File: src/hdl/fgml_defs.vh
// Constants for the flight guidance mode logic: register map, fields,
// input pin positions and guidance figures.
// Assumes inclusion by bare name from the mode logic module and the guard monitor.
`ifndef FGML_DEFS_VH
`define FGML_DEFS_VH

// ==========================================================
// Register byte addresses
`define FGML_ADDR_CTRL 4'h0
`define FGML_ADDR_STATUS 4'h4
`define FGML_ADDR_MODE 4'h8
`define FGML_ADDR_HELD 4'hC
`define FGML_RESP_OKAY 2'h0
`define FGML_RESP_DECERR 2'h3

// ==========================================================
// Control register fields
`define FGML_CTRL_YD_REQ 0
`define FGML_CTRL_AP_REQ 1
`define FGML_CTRL_CRS_CHG 2

// ==========================================================
// Synchronised pin vector positions
`define FGML_PIN_W 24
`define FGML_P_DUMP 0
`define FGML_P_VG_OK 1
`define FGML_P_BIT_OK 2
`define FGML_P_GA 3
`define FGML_P_TRIM_OK 4
`define FGML_P_ETRIM 5
`define FGML_P_WHEEL 6
`define FGML_P_GDUMP 7
`define FGML_P_FD_BTN 8
`define FGML_P_HS_BTN 9
`define FGML_P_CRS_BTN 10
`define FGML_P_APR_BTN 11
`define FGML_P_CMP_OK 12
`define FGML_P_NAV_OK 13
`define FGML_P_RCV_OK 14
`define FGML_P_NAV_CAP 15
`define FGML_P_NAV_TRK 16
`define FGML_P_LAT_CAP 17
`define FGML_P_BANK4 18
`define FGML_P_BANK5 19
`define FGML_P_DEV3 20
`define FGML_P_LOC 21
`define FGML_P_ICPT90 22
`define FGML_P_GS_CAP 23

// ==========================================================
// Lateral states, one-hot
`define FGML_ST_W 7
`define FGML_ST_WL 7'h01
`define FGML_ST_HH 7'h02
`define FGML_ST_HS 7'h04
`define FGML_ST_CCAP 7'h08
`define FGML_ST_CTARM 7'h10
`define FGML_ST_CTRK 7'h20
`define FGML_ST_ACAP 7'h40

// ==========================================================
// Guidance figures
`define FGML_HDG_W 12
`define FGML_GA_PITCH_DEG 8'h0A
`endif

File: src/hdl/fgml_mode_logic.v
// Flight guidance mode logic: engage permissions, lateral mode sequencing,
// go-around and pitch attitude hold, with an AXI4-Lite register slave.
// Assumes cockpit pins are asynchronous and a single 250 MHz clock.
`timescale 1ns/10ps
`include "fgml_defs.vh"

// Operation
// - Yaw damper permitted only without dump, with gyro valid and self test ok.
// - Autopilot permitted with yaw flag, no go-around, trim ok, trim off or steering.
// - Yaw damper and autopilot stay off while their permission is false.
// - Flight director on only while gyro valid and self test ok.
// - Excessive normal acceleration disengages the autopilot.
// - Reset: director, damper, autopilot off; damper and autopilot flags true.
// - A button counts again only after it was seen released.
// - Go-around or invalid compass holds lateral axis wings level.
// - With no selected mode revert to heading hold, latching compass heading.
// - Armed course or approach couples on its beam capture.
// - Heading select ends on second press or on course/approach coupling.
// - Course press with valid signal arms capture, lights arm lamp, keeps heading.
// - Track conditions or small bank and deviation couple course directly.
// - Capture to track-armed on bank over 5 degrees, then track on beam track.
// - Course capture cancels heading select and lights coupled lamp.
// - Course change while coupled falls back to course armed.
// - Course ends on second press or heading select or approach selection.
// - Approach press with valid receiver arms, lights lamp, keeps lateral mode unless course coupled.
// - Approach capture cancels heading mode and lights coupled lamp.
// - Tuned localizer intercept beyond 90 degrees sets reverse mode and inverts.
// - Reverse localizer blocks glideslope capture.
// - Go-around cancels modes, drops autopilot, wings level, 10 up, lamp.
module fgml_mode_logic (
  input wire aclk,                         // System clock
  input wire aresetn,                      // Synchronous reset, low
  input wire [`FGML_PIN_W-1:0] pins,       // Cockpit and sensor pins, asynchronous
  input wire [`FGML_HDG_W-1:0] compass_heading, // Compass heading, asynchronous
  input wire [3:0] s_axi_awaddr,           // Write address
  input wire s_axi_awvalid,                // Write address valid
  output reg s_axi_awready,                // Write address ready
  input wire [31:0] s_axi_wdata,           // Write data
  input wire [3:0] s_axi_wstrb,            // Write strobes
  input wire s_axi_wvalid,                 // Write data valid
  output reg s_axi_wready,                 // Write data ready
  output reg [1:0] s_axi_bresp,            // Write response
  output reg s_axi_bvalid,                 // Write response valid
  input wire s_axi_bready,                 // Write response ready
  input wire [3:0] s_axi_araddr,           // Read address
  input wire s_axi_arvalid,                // Read address valid
  output reg s_axi_arready,                // Read address ready
  output reg [31:0] s_axi_rdata,           // Read data
  output reg [1:0] s_axi_rresp,            // Read response
  output reg s_axi_rvalid,                 // Read data valid
  input wire s_axi_rready,                 // Read data ready
  output reg fd_on,                        // Flight director enabled
  output reg yd_on,                        // Yaw damper enabled
  output reg ap_on,                        // Autopilot enabled
  output reg [`FGML_ST_W-1:0] lat_state,   // Lateral state, one-hot
  output reg course_arm_lamp,              // Course armed lamp
  output reg course_coupled_lamp,          // Course coupled lamp
  output reg approach_arm_lamp,            // Approach armed lamp
  output reg approach_coupled_lamp,        // Approach coupled lamp
  output reg hdg_sel_lamp,                 // Heading select lamp
  output reg reverse_localizer,            // Reverse localizer lamp and inversion
  output reg go_around,                    // Go-around lamp and pitch mode
  output reg pitch_hold,                   // Pitch attitude hold active
  output reg [7:0] pitch_cmd_deg,          // Nose-up pitch command
  output reg glideslope_engaged,           // Glideslope captured
  output reg [`FGML_HDG_W-1:0] held_heading // Heading hold reference
);

  // ==========================================================
  // Input synchronisers
  reg [`FGML_PIN_W-1:0] pin_meta;
  reg [`FGML_PIN_W-1:0] pin_s;
  reg [`FGML_HDG_W-1:0] hdg_meta;
  reg [`FGML_HDG_W-1:0] hdg_s;
  reg [`FGML_PIN_W-1:0] pin_prev;
  reg yd_flag;
  reg ap_flag;
  reg fd_flag;
  reg [2:0] ctrl;
  reg crs_arm;
  reg apr_arm;
  reg [3:0] aw_addr;
  reg [31:0] w_data;
  reg [3:0] w_strb;

  // Two stages per bit; heading is assumed to move slowly against the clock
  always @(posedge aclk) begin
    pin_meta <= pins;
    pin_s <= pin_meta;
    hdg_meta <= compass_heading;
    hdg_s <= hdg_meta;
  end

  // ==========================================================
  // Button press detection
  wire [`FGML_PIN_W-1:0] press;
  // Previous starts high so a button held through reset gives no command
  always @(posedge aclk) begin
    if (!aresetn) begin
      pin_prev <= {`FGML_PIN_W{1'b1}};
    end else begin
      pin_prev <= pin_s;
    end
  end
  assign press = pin_s & ~pin_prev;

  wire ga_p = press[`FGML_P_GA];
  wire hs_p = press[`FGML_P_HS_BTN];
  wire crs_p = press[`FGML_P_CRS_BTN];
  wire apr_p = press[`FGML_P_APR_BTN];
  wire fd_p = press[`FGML_P_FD_BTN];
  wire crs_chg = ctrl[`FGML_CTRL_CRS_CHG];
  wire crs_cpl = lat_state[3] | lat_state[4] | lat_state[5];
  wire heading_mode = lat_state[1] | lat_state[2];

  // ==========================================================
  // Engage permissions and enables
  always @(posedge aclk) begin
    if (!aresetn) begin
      yd_flag <= 1'b1;
      ap_flag <= 1'b1;
      fd_flag <= 1'b0;
      fd_on <= 1'b0;
      yd_on <= 1'b0;
      ap_on <= 1'b0;
    end else begin
      yd_flag <= ~pin_s[`FGML_P_DUMP] & pin_s[`FGML_P_VG_OK] & pin_s[`FGML_P_BIT_OK];
      ap_flag <= yd_flag & ~pin_s[`FGML_P_GA] & pin_s[`FGML_P_TRIM_OK]
        & (~pin_s[`FGML_P_ETRIM] | pin_s[`FGML_P_WHEEL]);
      fd_flag <= pin_s[`FGML_P_VG_OK] & pin_s[`FGML_P_BIT_OK];
      // Director toggles on its button, but only while permitted
      if (!fd_flag) begin
        fd_on <= 1'b0;
      end else if (fd_p) begin
        fd_on <= ~fd_on;
      end
      yd_on <= ctrl[`FGML_CTRL_YD_REQ] & yd_flag;
      // Director must already be on before the autopilot may engage
      ap_on <= ctrl[`FGML_CTRL_AP_REQ] & ap_flag & yd_flag & fd_on
        & ~pin_s[`FGML_P_GDUMP] & ~ga_p & ~go_around;
    end
  end

  // Disengage reasons clear the autopilot request so it stays off
  wire ap_drop = pin_s[`FGML_P_GDUMP] | ga_p | ~ap_flag;

  // ==========================================================
  // Lateral and pitch mode machine, one transition a clock
  always @(posedge aclk) begin
    if (!aresetn) begin
      lat_state <= `FGML_ST_HH;
      crs_arm <= 1'b0;
      apr_arm <= 1'b0;
      go_around <= 1'b0;
      reverse_localizer <= 1'b0;
      glideslope_engaged <= 1'b0;
      held_heading <= {`FGML_HDG_W{1'b0}};
    end else if (ga_p) begin
      // Go-around outranks everything else this cycle
      go_around <= 1'b1;
      lat_state <= `FGML_ST_WL;
      crs_arm <= 1'b0;
      apr_arm <= 1'b0;
      reverse_localizer <= 1'b0;
      glideslope_engaged <= 1'b0;
    end else if (go_around && pin_s[`FGML_P_CMP_OK] && (hs_p || crs_p || apr_p)) begin
      // A lateral selection leaves go-around, but never without a valid compass
      go_around <= 1'b0;
      lat_state <= `FGML_ST_HH;
      held_heading <= hdg_s;
    end else if (go_around || !pin_s[`FGML_P_CMP_OK]) begin
      lat_state <= `FGML_ST_WL;
    end else if (lat_state[0]) begin
      lat_state <= `FGML_ST_HH;
      held_heading <= hdg_s;
    end else if (hs_p) begin
      if (lat_state[2]) begin
        lat_state <= `FGML_ST_HH;
        held_heading <= hdg_s;
      end else begin
        lat_state <= `FGML_ST_HS;
        crs_arm <= 1'b0;
        if (lat_state[6]) begin
          apr_arm <= 1'b0;
          reverse_localizer <= 1'b0;
          glideslope_engaged <= 1'b0;
        end
      end
    end else if (crs_p) begin
      if (crs_arm || crs_cpl) begin
        crs_arm <= 1'b0;
        if (crs_cpl) begin
          lat_state <= `FGML_ST_HH;
          held_heading <= hdg_s;
        end
      end else if (pin_s[`FGML_P_NAV_OK]) begin
        apr_arm <= 1'b0;
        if (pin_s[`FGML_P_NAV_TRK]
            || (pin_s[`FGML_P_BANK4] && pin_s[`FGML_P_DEV3])) begin
          lat_state <= `FGML_ST_CCAP;
        end else begin
          crs_arm <= 1'b1;
          if (!heading_mode) begin
            lat_state <= `FGML_ST_HH;
            held_heading <= hdg_s;
          end
        end
      end
    end else if (apr_p) begin
      if (apr_arm || lat_state[6]) begin
        apr_arm <= 1'b0;
        reverse_localizer <= 1'b0;
        glideslope_engaged <= 1'b0;
        if (lat_state[6]) begin
          lat_state <= `FGML_ST_HH;
          held_heading <= hdg_s;
        end
      end else if (pin_s[`FGML_P_RCV_OK]) begin
        apr_arm <= 1'b1;
        crs_arm <= 1'b0;
        if (crs_cpl) begin
          lat_state <= `FGML_ST_HH;
          held_heading <= hdg_s;
        end
      end
    end else if (crs_cpl && crs_chg) begin
      lat_state <= `FGML_ST_HH;
      held_heading <= hdg_s;
      crs_arm <= 1'b1;
    end else if (crs_arm && heading_mode && pin_s[`FGML_P_NAV_CAP]) begin
      lat_state <= `FGML_ST_CCAP;
      crs_arm <= 1'b0;
    end else if (apr_arm && heading_mode && pin_s[`FGML_P_LAT_CAP]) begin
      lat_state <= `FGML_ST_ACAP;
      apr_arm <= 1'b0;
      reverse_localizer <= pin_s[`FGML_P_LOC] & pin_s[`FGML_P_ICPT90];
    end else if (lat_state[3] && pin_s[`FGML_P_BANK5]) begin
      lat_state <= `FGML_ST_CTARM;
    end else if (lat_state[4] && pin_s[`FGML_P_NAV_TRK]) begin
      lat_state <= `FGML_ST_CTRK;
    end else if (lat_state[6] && !reverse_localizer && pin_s[`FGML_P_GS_CAP]) begin
      glideslope_engaged <= 1'b1;
    end
  end

  // ==========================================================
  // Annunciators and pitch command, all registered
  always @(posedge aclk) begin
    if (!aresetn) begin
      course_arm_lamp <= 1'b0;
      course_coupled_lamp <= 1'b0;
      approach_arm_lamp <= 1'b0;
      approach_coupled_lamp <= 1'b0;
      hdg_sel_lamp <= 1'b0;
      pitch_hold <= 1'b1;
      pitch_cmd_deg <= 8'h00;
    end else begin
      course_arm_lamp <= crs_arm;
      course_coupled_lamp <= crs_cpl;
      approach_arm_lamp <= apr_arm;
      approach_coupled_lamp <= lat_state[6];
      hdg_sel_lamp <= lat_state[2];
      pitch_hold <= ~go_around;
      pitch_cmd_deg <= go_around ? `FGML_GA_PITCH_DEG : 8'h00;
    end
  end

  // ==========================================================
  // AXI4-Lite write channel; address and data taken in either order
  always @(posedge aclk) begin
    if (!aresetn) begin
      s_axi_awready <= 1'b1;
      s_axi_wready <= 1'b1;
      s_axi_bvalid <= 1'b0;
      s_axi_bresp <= `FGML_RESP_OKAY;
      aw_addr <= 4'h0;
      w_data <= 32'h00000000;
      w_strb <= 4'h0;
      ctrl <= 3'h0;
    end else begin
      ctrl[`FGML_CTRL_CRS_CHG] <= 1'b0;
      if (s_axi_awvalid && s_axi_awready) begin
        aw_addr <= s_axi_awaddr;
        s_axi_awready <= 1'b0;
      end
      if (s_axi_wvalid && s_axi_wready) begin
        w_data <= s_axi_wdata;
        w_strb <= s_axi_wstrb;
        s_axi_wready <= 1'b0;
      end
      if (!s_axi_awready && !s_axi_wready && !s_axi_bvalid) begin
        s_axi_bvalid <= 1'b1;
        if (aw_addr == `FGML_ADDR_CTRL) begin
          s_axi_bresp <= `FGML_RESP_OKAY;
          if (w_strb[0]) begin
            ctrl <= w_data[2:0];
          end
        end else if (aw_addr == `FGML_ADDR_STATUS || aw_addr == `FGML_ADDR_MODE
            || aw_addr == `FGML_ADDR_HELD) begin
          s_axi_bresp <= `FGML_RESP_OKAY; // Read-only, write ignored
        end else begin
          s_axi_bresp <= `FGML_RESP_DECERR;
        end
      end
      if (s_axi_bvalid && s_axi_bready) begin
        s_axi_bvalid <= 1'b0;
        s_axi_awready <= 1'b1;
        s_axi_wready <= 1'b1;
      end
      // Safety: a disengage reason outranks a software request
      if (ap_drop) begin
        ctrl[`FGML_CTRL_AP_REQ] <= 1'b0;
      end
    end
  end

  // ==========================================================
  // AXI4-Lite read channel
  always @(posedge aclk) begin
    if (!aresetn) begin
      s_axi_arready <= 1'b1;
      s_axi_rvalid <= 1'b0;
      s_axi_rdata <= 32'h00000000;
      s_axi_rresp <= `FGML_RESP_OKAY;
    end else if (s_axi_arvalid && s_axi_arready) begin
      s_axi_arready <= 1'b0;
      s_axi_rvalid <= 1'b1;
      s_axi_rresp <= `FGML_RESP_OKAY;
      case (s_axi_araddr)
        `FGML_ADDR_CTRL: s_axi_rdata <= {29'h00000000, ctrl};
        `FGML_ADDR_STATUS: s_axi_rdata <= {23'h000000, go_around, glideslope_engaged,
          reverse_localizer, fd_flag, ap_flag, yd_flag, ap_on, yd_on, fd_on};
        `FGML_ADDR_MODE: s_axi_rdata <= {23'h000000, apr_arm, crs_arm, 
          lat_state};
        `FGML_ADDR_HELD: s_axi_rdata <= {20'h00000, held_heading};
        default: begin
          s_axi_rdata <= 32'h00000000;
          s_axi_rresp <= `FGML_RESP_DECERR;
        end
      endcase
    end else if (s_axi_rvalid && s_axi_rready) begin
      s_axi_rvalid <= 1'b0;
      s_axi_arready <= 1'b1;
    end
  end

endmodule // fgml_mode_logic

File: config.mk
export PLATFORM = sky130hd
export DESIGN_NAME = fgml_mode_logic
export DESIGN_NICKNAME = d
export VERILOG_FILES = /design/src/hdl/fgml_mode_logic.v
export VERILOG_INCLUDE_DIRS = /design/src /design/src/hdl
export SDC_FILE = /design/constraint.sdc
export NUM_CORES = 1
export LEC_CHECK = 0
export ABC_AREA = 1
export BUFFER_PORTS_ARGS = -buffer_cell sky130_fd_sc_hd__buf_2
export CORE_MARGIN = 10
export CORE_UTILIZATION = 40
export CTS_CLUSTER_DIAMETER = 50
export DETAILED_ROUTE_END_ITERATION = 16
export HOLD_SLACK_MARGIN = 0.15
export PLACE_DENSITY = 0.64
export RECOVER_POWER = 100
export SLEW_MARGIN = 0
export SYNTH_ARGS = -nofsm -noshare
export SYNTH_HDL_FRONTEND = slang
export SYNTH_SLANG_ARGS = --single-unit
File: constraint.sdc
create_clock -name aclk -period 2.3 [get_ports aclk]
set_clock_uncertainty 0.1 [all_clocks]
set_input_delay 0.46 -clock aclk [delete_from_list [all_inputs] [get_ports aclk]]
set_output_delay 0.46 -clock aclk [all_outputs]
set_load 0.005 [all_outputs]
# Word level (Yosys, flattened, before mapping)
# Cells that the tools add are included.
classes:
  bitwise: 34
  shift: 0
  eq_ne: 37
  add_sub_neg: 0
  mul: 0
  div: 0
  n_lt_le_gt_ge: 0
  mux: 87
  n_reduce_logical: 59
ops:
  columns: ["cell", "count"]
  rows:
  - ["12-bit two-way mux", 16]
  - ["7-bit two-way mux", 15]
  - ["12-bit case mux with 4 select lines", 1]
  - ["1-bit two-way mux", 45]
  - ["3-bit != test, second input constant", 7]
  - ["4-bit != test, second input constant", 5]
  - ["1-bit logical AND", 19]
  - ["9-bit AND reduction", 2]
  - ["4-bit == test, second input constant", 4]
  - ["1-bit AND", 14]
  - ["2-bit two-way mux", 7]
  - ["13-bit AND reduction", 1]
  - ["12-bit AND", 1]
  - ["6-bit by 4-bit != test with 1-bit output, second input constant", 2]
  - ["1-bit inverter", 12]
  - ["12-bit inverter", 1]
  - ["12-bit nonzero test", 1]
  - ["11-bit AND reduction", 1]
  - ["10-bit AND reduction", 1]
  - ["5-bit AND reduction", 2]
  - ["9-bit by 5-bit != test with 1-bit output, second input constant", 1]
  - ["9-bit by 6-bit != test with 1-bit output, second input constant", 1]
  - ["9-bit != test, second input constant", 1]
  - ["4-bit by 3-bit == test with 1-bit output, second input constant", 2]
  - ["29 further kinds", 55]
totals:
  regBits: 180
  latchBits: 0
  input_bits: 87
  romBits: 0
  wordCells: 259
  memories: 0
  mem_bits_rw: 0

# Depth between registers and ports, before layout
# Gate-level depths: netlist (run 1).
logic_depth:
  ltp_word: 13
  depth_mapped: 13
  mapped_depth_nobuf: 11

# Worst setup path after synthesis (run 1)
# Ideal clock, no wire load.
synth_path:
  kind: "register -> register"
  startpoint: "reg lat_state[6]"
  endpoint: "reg held_heading[0]"
  t_arrival_ps: 1359
  path_buffers: 2
  setup_slack_ps: 728
  path_stages_with_launch: 13
  setup_ps: 113
  cell_sequence: "dfxtp_1 -> buf_6 -> nor2_4 -> inv_2 -> nor2_2 -> nand2_1 -> nand2_1 -> nand3_2 -> clkbuf_2 -> o21ai_1 -> nand2_1 -> nor2_1 -> nor2_1"
synth_via:
  elab_chain_len: 8
  word_cells_on_any_way: 11
  cone_classes: "2 x eq/ne; 7 x mux; 2 x reduce/logical"
synth_rtl:
  columns: ["item", "line", "rtl"]
  rows:
  - ["from (decl)", "fgml_mode_logic.v:55", "output reg [`FGML_ST_W-1:0] lat_state,"]
  - ["from (signal assigned)", "fgml_mode_logic.v:151", "lat_state <= `FGML_ST_HH;"]
  - ["from (signal assigned)", "fgml_mode_logic.v:161", "lat_state <= `FGML_ST_WL;"]
  - ["from (signal assigned)", "fgml_mode_logic.v:169", "lat_state <= `FGML_ST_HH;"]
  - ["1-bit logical OR", "fgml_mode_logic.v:210", "if (apr_arm || lat_state[6]) begin"]
  - ["12-bit two-way mux", "fgml_mode_logic.v:210", null]
  - ["12-bit two-way mux", "fgml_mode_logic.v:209", "end else if (apr_p) begin"]
  - ["12-bit two-way mux", "fgml_mode_logic.v:189", "end else if (crs_p) begin"]
  - ["12-bit two-way mux", "fgml_mode_logic.v:176", "end else if (hs_p) begin"]
  - ["12-bit two-way mux", "fgml_mode_logic.v:173", "end else if (lat_state[0]) begin"]
  - ["12-bit two-way mux", "fgml_mode_logic.v:171", "end else if (go_around || !pin_s[`FGML_P_CMP_OK]) begin"]
  - ["12-bit two-way mux", "fgml_mode_logic.v:166", "end else if (go_around && pin_s[`FGML_P_CMP_OK] && (hs_p || crs_p || apr_p)) begin"]
  - ["to (signal assigned)", "fgml_mode_logic.v:170", "held_heading <= hdg_s;"]
  - ["to (signal assigned)", "fgml_mode_logic.v:175", "held_heading <= hdg_s;"]
  - ["to (signal assigned)", "fgml_mode_logic.v:179", "held_heading <= hdg_s;"]
  - ["to (decl)", "fgml_mode_logic.v:66", "output reg [`FGML_HDG_W-1:0] held_heading"]
# Parallel ways exist; a longest one is shown, timed or not. The select of a mux whose other input is x is not followed.
# A chain may end at the register's enable or synchronous reset.

# Worst setup path in the final report (run 1)
layout_path:
  startpoint: "reg lat_state[6]"
  endpoint: "reg held_heading[3]"
# The elaborated chain is that of the path after synthesis.

==> impl_metrics.csv, run 1 <==
group,metric,value,unit
run_status,status,"completed",
routing,drc_errors,0,
power,combPwrFrac,9.3,%
global_routing,antenna_found_initial,0,
synth,synth.most_common_cell,"dfxtp_1",
power,sw_frac_of_total,23.7,%
power,clkPwrFrac,44.6,%
finish,antenna_cells,0,
power,powerDensity,872,mW/mm2
routing,via_per_inst,4.51,
sta,worst_pin_slew,1.17,ns
synth,synth_seq_cells,144,
routing,wl,14.0,mm
synth,syn_area,0.00522,mm2
die,rows,41,
routing,dr.pass1.iters,5,
finish,area_growth_syn_to_layout,28.4,%
worst_hold_path,hp-class,"primary input to flop",
synth,synth.distinct_cells,34,
clock_network,postCtsHoldBufs,38,
synth,synth-edff-count,0,
power,pwr-share-seq,46.2,%
global_routing,grt.total_usage,15.9,%
finish,fin_area,0.00671,mm2
flow_run,max_cap_viol_count,0,
worst_setup_path,cpPeakStageDelay,0.43,ns
die,start_util,41.0,%
placement,place_hpwl,10.5,mm
synth,seq_area_frac_synth,55.2,%
clock_network,insertion_delay,0.42,ns
sta,max_freq,499,MHz
sta,setup_viol,0,
synth,syn_inst,642,
synth,synth_common_cells,"dfxtp_1, nand2_1, nor2_1",
sta,holdWs,0.195,ns
sta,slew_violations,0,
worst_setup_path,crit_path_cell_trace,"nor2_4, inv_2, nor2_2, nand2_1, nand2_1, nand3_2, nor2_4, nand2_1, nand2_1, nor2_1, nor2_1",
routing,wl_per_cell,14.3,um
global_routing,grt_pass1_vias,4605,
power,p_int,4.46,mW
global_routing,grt_max_degree,38,
global_routing,grt_pass1_wl,22.8,mm
routing,drt_iter0_drc,325,
worst_setup_path,required,2.56,ns
sta,fin_crit_sh,87.1,%
worst_setup_path,worst_setup_path_start_kind,"flop",
synth,ys_top_cells_by_area,"dfxtp_1, nand2_1, nor2_1, inv_1, buf_4",
power,p_leak,3.17,nW
worst_setup_path,critPathMostFrequentCell,"nand2_1",
die,core_area,0.0127,mm2
clock_network,clk_pin_slew,0.06,ns
die,io_pins,167,
placement,gp_congestion,0.905,
sta,period_needed,2.00,ns
worst_setup_path,crit_arrival,2.26,ns
clock_network,htreeDepth,4,
synth,yosysTopAreaCellShare,55.2,%
clock_network,cts_inserted_buffers,17,
worst_setup_path,end_kind,"flop",
clock_network,cts_setup_buffers,0,
clock_network,clock_sinks,144,
power,p_sw,1.39,mW
synth,ys_warn_count,0,
clock_network,postCtsResizedCells,0,
routing,postRouteAntennaNets,0,
placement,placed_cell_area,0.00582,mm2
sta,grt_setup_unrepaired,"false",
synth,postSynthAreaPerCell,8.13,um2
die,die_h,134,um
worst_setup_path,crit_family,"simple AND/OR/NAND/NOR gates",
worst_setup_path,cpMaxStageDelayCell,"dfxtp_1",
clock_network,cts-root-buf,"clkbuf_16",
synth,ys.flop_type,"dfxtp_1",
clock_network,clock_path_buffers,2,
power,max-vdd-ir-drop,0.465,mV
sta,hold_violations,0,
placement,port_buffers,108,
worst_setup_path,crit_buf_inv,1,
worst_setup_path,crit_fanout,13,
global_routing,overflow,0,
routing,via_count,4430,
finish,nets,884,
synth,yosysTopAreaCell,"dfxtp_1",
synth,postSynth.asyncResetShare,0,%
sta,finalSetupTns,0,ns
clock_network,cts_tree,"built",
finish,drive_above_1_share,15.1,%
worst_setup_path,path_class,"flop to flop",
die,die_w,134,um
die,die_area,0.0180,mm2
sta,relSlewSlack,22.2,%
==> cell type report <==
cell class / instances / area (um2)
Clock inverter: 9 / 81.3
Fill cell: 1267 / 6020
Timing Repair Buffer: 154 / 902
Sequential cell: 144 / 2880
Tap cell: 172 / 215
Inverter: 79 / 297
Multi-Input combinational cell: 401 / 1830
Clock buffer: 23 / 498
==> worst min-delay path, stage by stage <==
cell and delay (ns):
buf_2 0.07, o21ai_0 0.07, nor2_1 0.07
==> stage by stage <==
step,setup slack (ns),power [mW],cells,util [%]
floorplan,0.728,3.09,667,-
global placement,0.292,3.25,912,45.8
detailed placement,0.246,3.26,912,45.8
CTS,0.285,5.92,982,53.3
global route,0.0387,6.11,982,52.7
finish,0.297,5.85,982,52.7
==> layout by cell type, fill, tap and decap left out, drive strengths merged, types with 5 or more instances in the layout <==
cell type    count
inv             79
conb            26
o21ai           42
nand3           24
buf             65
nor2            92
clkinv           5
a21oi           31
clkbuf          74
nand2          144
o22ai            8
nand4            6
dfxtp          144
dlygate4sd3     38
nor3             9
==> power groups by stage <==
stage / registers (mW) / clock network, mW / logic [mW]
after detailed placement: 2.75 / 0 / 0.504
after global routing: 2.72 / 2.77 / 0.619
after CTS: 2.70 / 2.66 / 0.556
after floorplan: 2.74 / 0 / 0.346
final: 2.70 / 2.61 / 0.541
after global placement: 2.75 / 0 / 0.498
==> layer usage <==
metal  track usage (%)  wire, um  vias up
li1                  -         -     2274
met1              17.3      5890     1994
met2              27.0      6860      141
met3              6.27      1030       21
met4              6.23       240        0
met5                 0         0        -
==> worst paths after layout <==
kind                    from              end  slack, ns  cells after the start
max             lat_state[6]  held_heading[3]       0.30                     11
min          s_axi_awaddr[0]       aw_addr[0]       0.19                      3
max reg2reg     lat_state[6]  held_heading[3]       0.30                     11
min reg2reg      hdg_meta[3]         hdg_s[3]       0.22                      0
==> kinds of logic (layout without fill, tap and decap cells) <==
family / after synthesis / count (layout) / synth area share, %
AO/OA/AOI/OAI: 92 / 92 / 9.59
buffers and inverters: 122 / 265 / 11.6
flip-flops: 144 / 144 / 55.2
other: 1 / 26 / 0.0718
AND/OR/NAND/NOR: 283 / 283 / 23.6
==> flip-flops by register name (all words and copies together) (netlist names), 3 cells and up <==
name and cells:
w_data 3, hdg_meta 12, ctrl 3, pin_prev 5, pin_s 24, pin_meta 24
aw_addr 4, held_heading 12, lat_state 7, s_axi_rdata 12, hdg_s 12
Note: power is estimated with default switching activity, not from simulation.
==> inputs of run 2 (changes only) <==
Settings changed: RECOVER_POWER 100 to 25.
==> run 2 against run 1 <==
  * Non-clock buffer count unchanged
  * Core utilization increased by 0.57 points
  * Sequential share of layout area decreased by 0.46 points
  * Maximum frequency increased by 0.26%
  * Critical path depth unchanged
  * Sequential power about the same
  * Via count increased by 0.23%
  * Die area unchanged
  * Global-route usage unchanged
  * Combinational power increased by 3%
==> impl_metrics.csv, run 2 (synthesis gave the netlist of run 1 again) <==
group,metric,value,unit
worst_setup_path,rr_startpoint,"lat_state[6]",
global_routing,antenna_found_initial,0,
power,clkPwrFrac,44.5,%
routing,via_count,4440,
routing,via_per_inst,4.52,
finish,mostFrequentLayoutCell,"dfxtp_1",
clock_network,htreeDepth,4,
worst_setup_path,required,2.56,ns
finish,reg_top3,"pin_meta x24, pin_s x24",
routing,wl,14.0,mm
power,total_power,5.86,mW
routing,dr.pass1.iters,5,
sta,slew_violations,0,
worst_setup_path,end_kind,"flop",
finish,antenna_cells,0,
power,pwr-share-seq,46.0,%
worst_setup_path,crit_buf_inv,1,
routing,drt_iter0_drc,272,
worst_hold_path,worstHoldStart,"s_axi_awaddr[0]",
die,io_pins,167,
worst_hold_path,hp-class,"primary input to flop",
sta,fin_crit_sh,86.9,%
clock_network,insertion_delay,0.42,ns
clock_network,clock_sinks,144,
global_routing,overflow,0,
die,die_area,0.0180,mm2
clock_network,cts_inserted_buffers,17,
finish,area_growth_syn_to_layout,29.8,%
sta,grt_setup_unrepaired,"false",
worst_setup_path,crit_family,"simple AND/OR/NAND/NOR gates",
power,max-vdd-ir-drop,0.465,mV
sta,hold_violations,0,
die,rows,41,
clock_network,cts_setup_buffers,0,
sta,worst_pin_slew,1.18,ns
finish,final_core_util,53.3,%
sta,setup_viol,0,
placement,port_buffers,108,
worst_setup_path,crit_fanout,13,
placement,pre_cts_ws,0.246,ns
power,p_leak,3.37,nW
global_routing,grt_max_degree,38,
worst_setup_path,critPathMostFrequentCell,"nand2_1",
power,p_int,4.48,mW
routing,postRouteAntennaNets,0,
routing,wl_per_cell,14.3,um
global_routing,grt.total_usage,15.9,%
finish,multiInputGateArea,0.00183,mm2
worst_setup_path,r2r_slack,0.30,ns
worst_hold_path,min_to,"aw_addr[0]",
sta,setup_ws,0.302,ns
power,p_sw,1.39,mW
finish,nets,884,
worst_hold_path,min_path_cells,3,
placement,place_hpwl,10.5,mm
worst_setup_path,path_class,"flop to flop",
clock_network,cts-root-buf,"clkbuf_16",
worst_setup_path,rr_worst_depth,11,
die,die_w,134,um
worst_setup_path,crit_path_cell_trace,"nor2_4, inv_2, nor2_2, nand2_1, nand2_1, nand3_2, nor2_4, nand2_1, nand2_1, nor2_1, nor2_1",
flow_run,max_cap_viol_count,0,
worst_setup_path,worst_setup_path_start_kind,"flop",
run_status,status,"completed",
routing,drc_errors,0,
finish,fill_cells,1241,
worst_setup_path,cpPeakStageDelay,0.43,ns
placement,gp_congestion,0.905,
sta,max_freq,500,MHz
global_routing,grt_pass1_vias,4605,
sta,period_needed,2.00,ns
power,combPwrFrac,9.5,%
clock_network,clock_path_buffers,2,
power,sw_frac_of_total,23.7,%
die,start_util,41.0,%
die,die_h,134,um
sta,finalSetupTns,0,ns
clock_network,cts_tree,"built",
worst_setup_path,crit_arrival,2.26,ns
global_routing,grt_pass1_wl,22.8,mm
worst_setup_path,cpMaxStageDelayCell,"dfxtp_1",
finish,final_cell_mix,"dfxtp_1, nand2_1, buf_2",
finish,drive_above_1_share,21.2,%
clock_network,clk_pin_slew,0.06,ns
worst_setup_path,r2r_end,"held_heading[3]",
finish,seqCellArea,0.00288,mm2
power,powerDensity,865,mW/mm2
die,core_area,0.0127,mm2
sta,relSlewSlack,21.3,%
[run 2: cell types whose count changed in the layout (fill, tap and decap cells not counted), sizes merged]
cell | previous run | this run
clkbuf | 74 | 25
buf | 65 | 114
[run 2: worst max path at each step]
| stage | startpoint | cells after the start | endpoint | slack, ns |
|---|---|---|---|---|
| final | lat_state[6] | 11 | held_heading[3] | 0.30 |
| after global routing | lat_state[6] | 11 | held_heading[5] | 0.04 |
| after CTS | lat_state[6] | 11 | held_heading[6] | 0.29 |
| after detailed placement | s_axi_araddr[1] | 6 | s_axi_rdata[5] | 0.25 |
| after global placement | lat_state[6] | 11 | held_heading[4] | 0.29 |
| after floorplan | lat_state[6] | 12 | held_heading[0] | 0.73 |
[run 2: through the flow]
| step | area [um2] | hold slack [ns] | cells |
|---|---|---|---|
| floorplan | 5320 | 0.210 | 667 |
| global placement | 5820 | 0.211 | 912 |
| detailed placement | 5820 | 0.212 | 912 |
| CTS | 6780 | 0.176 | 982 |
| global route | 6780 | 0.204 | 982 |
| finish | 6780 | 0.192 | 982 |
[run 2: power by group through the flow]
stage / combinational, mW / clock [mW] / sequential [mW]
detailed placement: 0.504 / 0 / 2.75
CTS: 0.556 / 2.66 / 2.70
finish: 0.556 / 2.61 / 2.70
floorplan: 0.346 / 0 / 2.74
global placement: 0.498 / 0 / 2.75
global route: 0.633 / 2.77 / 2.71
[run 2: layer usage]
layer | GRT usage (%) | routed length, um
met1 | 17.3 | 5970
met4 | 6.23 | 241
met5 | 0 | 0
met3 | 6.27 | 966
met2 | 27.0 | 6870
[run 2: final cells by class]
| cell class | count | share of cell area, % |
|---|---|---|
| clock buffers | 23 | 7.35 |
| repair buffers | 154 | 14.4 |
| inverters | 79 | 4.38 |
| multi-input cells | 401 | 27.0 |
| well taps | 172 | 3.18 |
| flip-flops and latches | 144 | 42.5 |
| clock inverters | 9 | 1.20 |
[run 2: repair_timing]
item,CTS,global route
endpoints found under the hold margin,38,0
gates resized for setup,0,0
hold buffers,38,0
[run 2: tightest hold or removal path, cell delays in order]
cell and delay, ns:
buf_2 0.07, o21ai_0 0.07, nor2_1 0.07
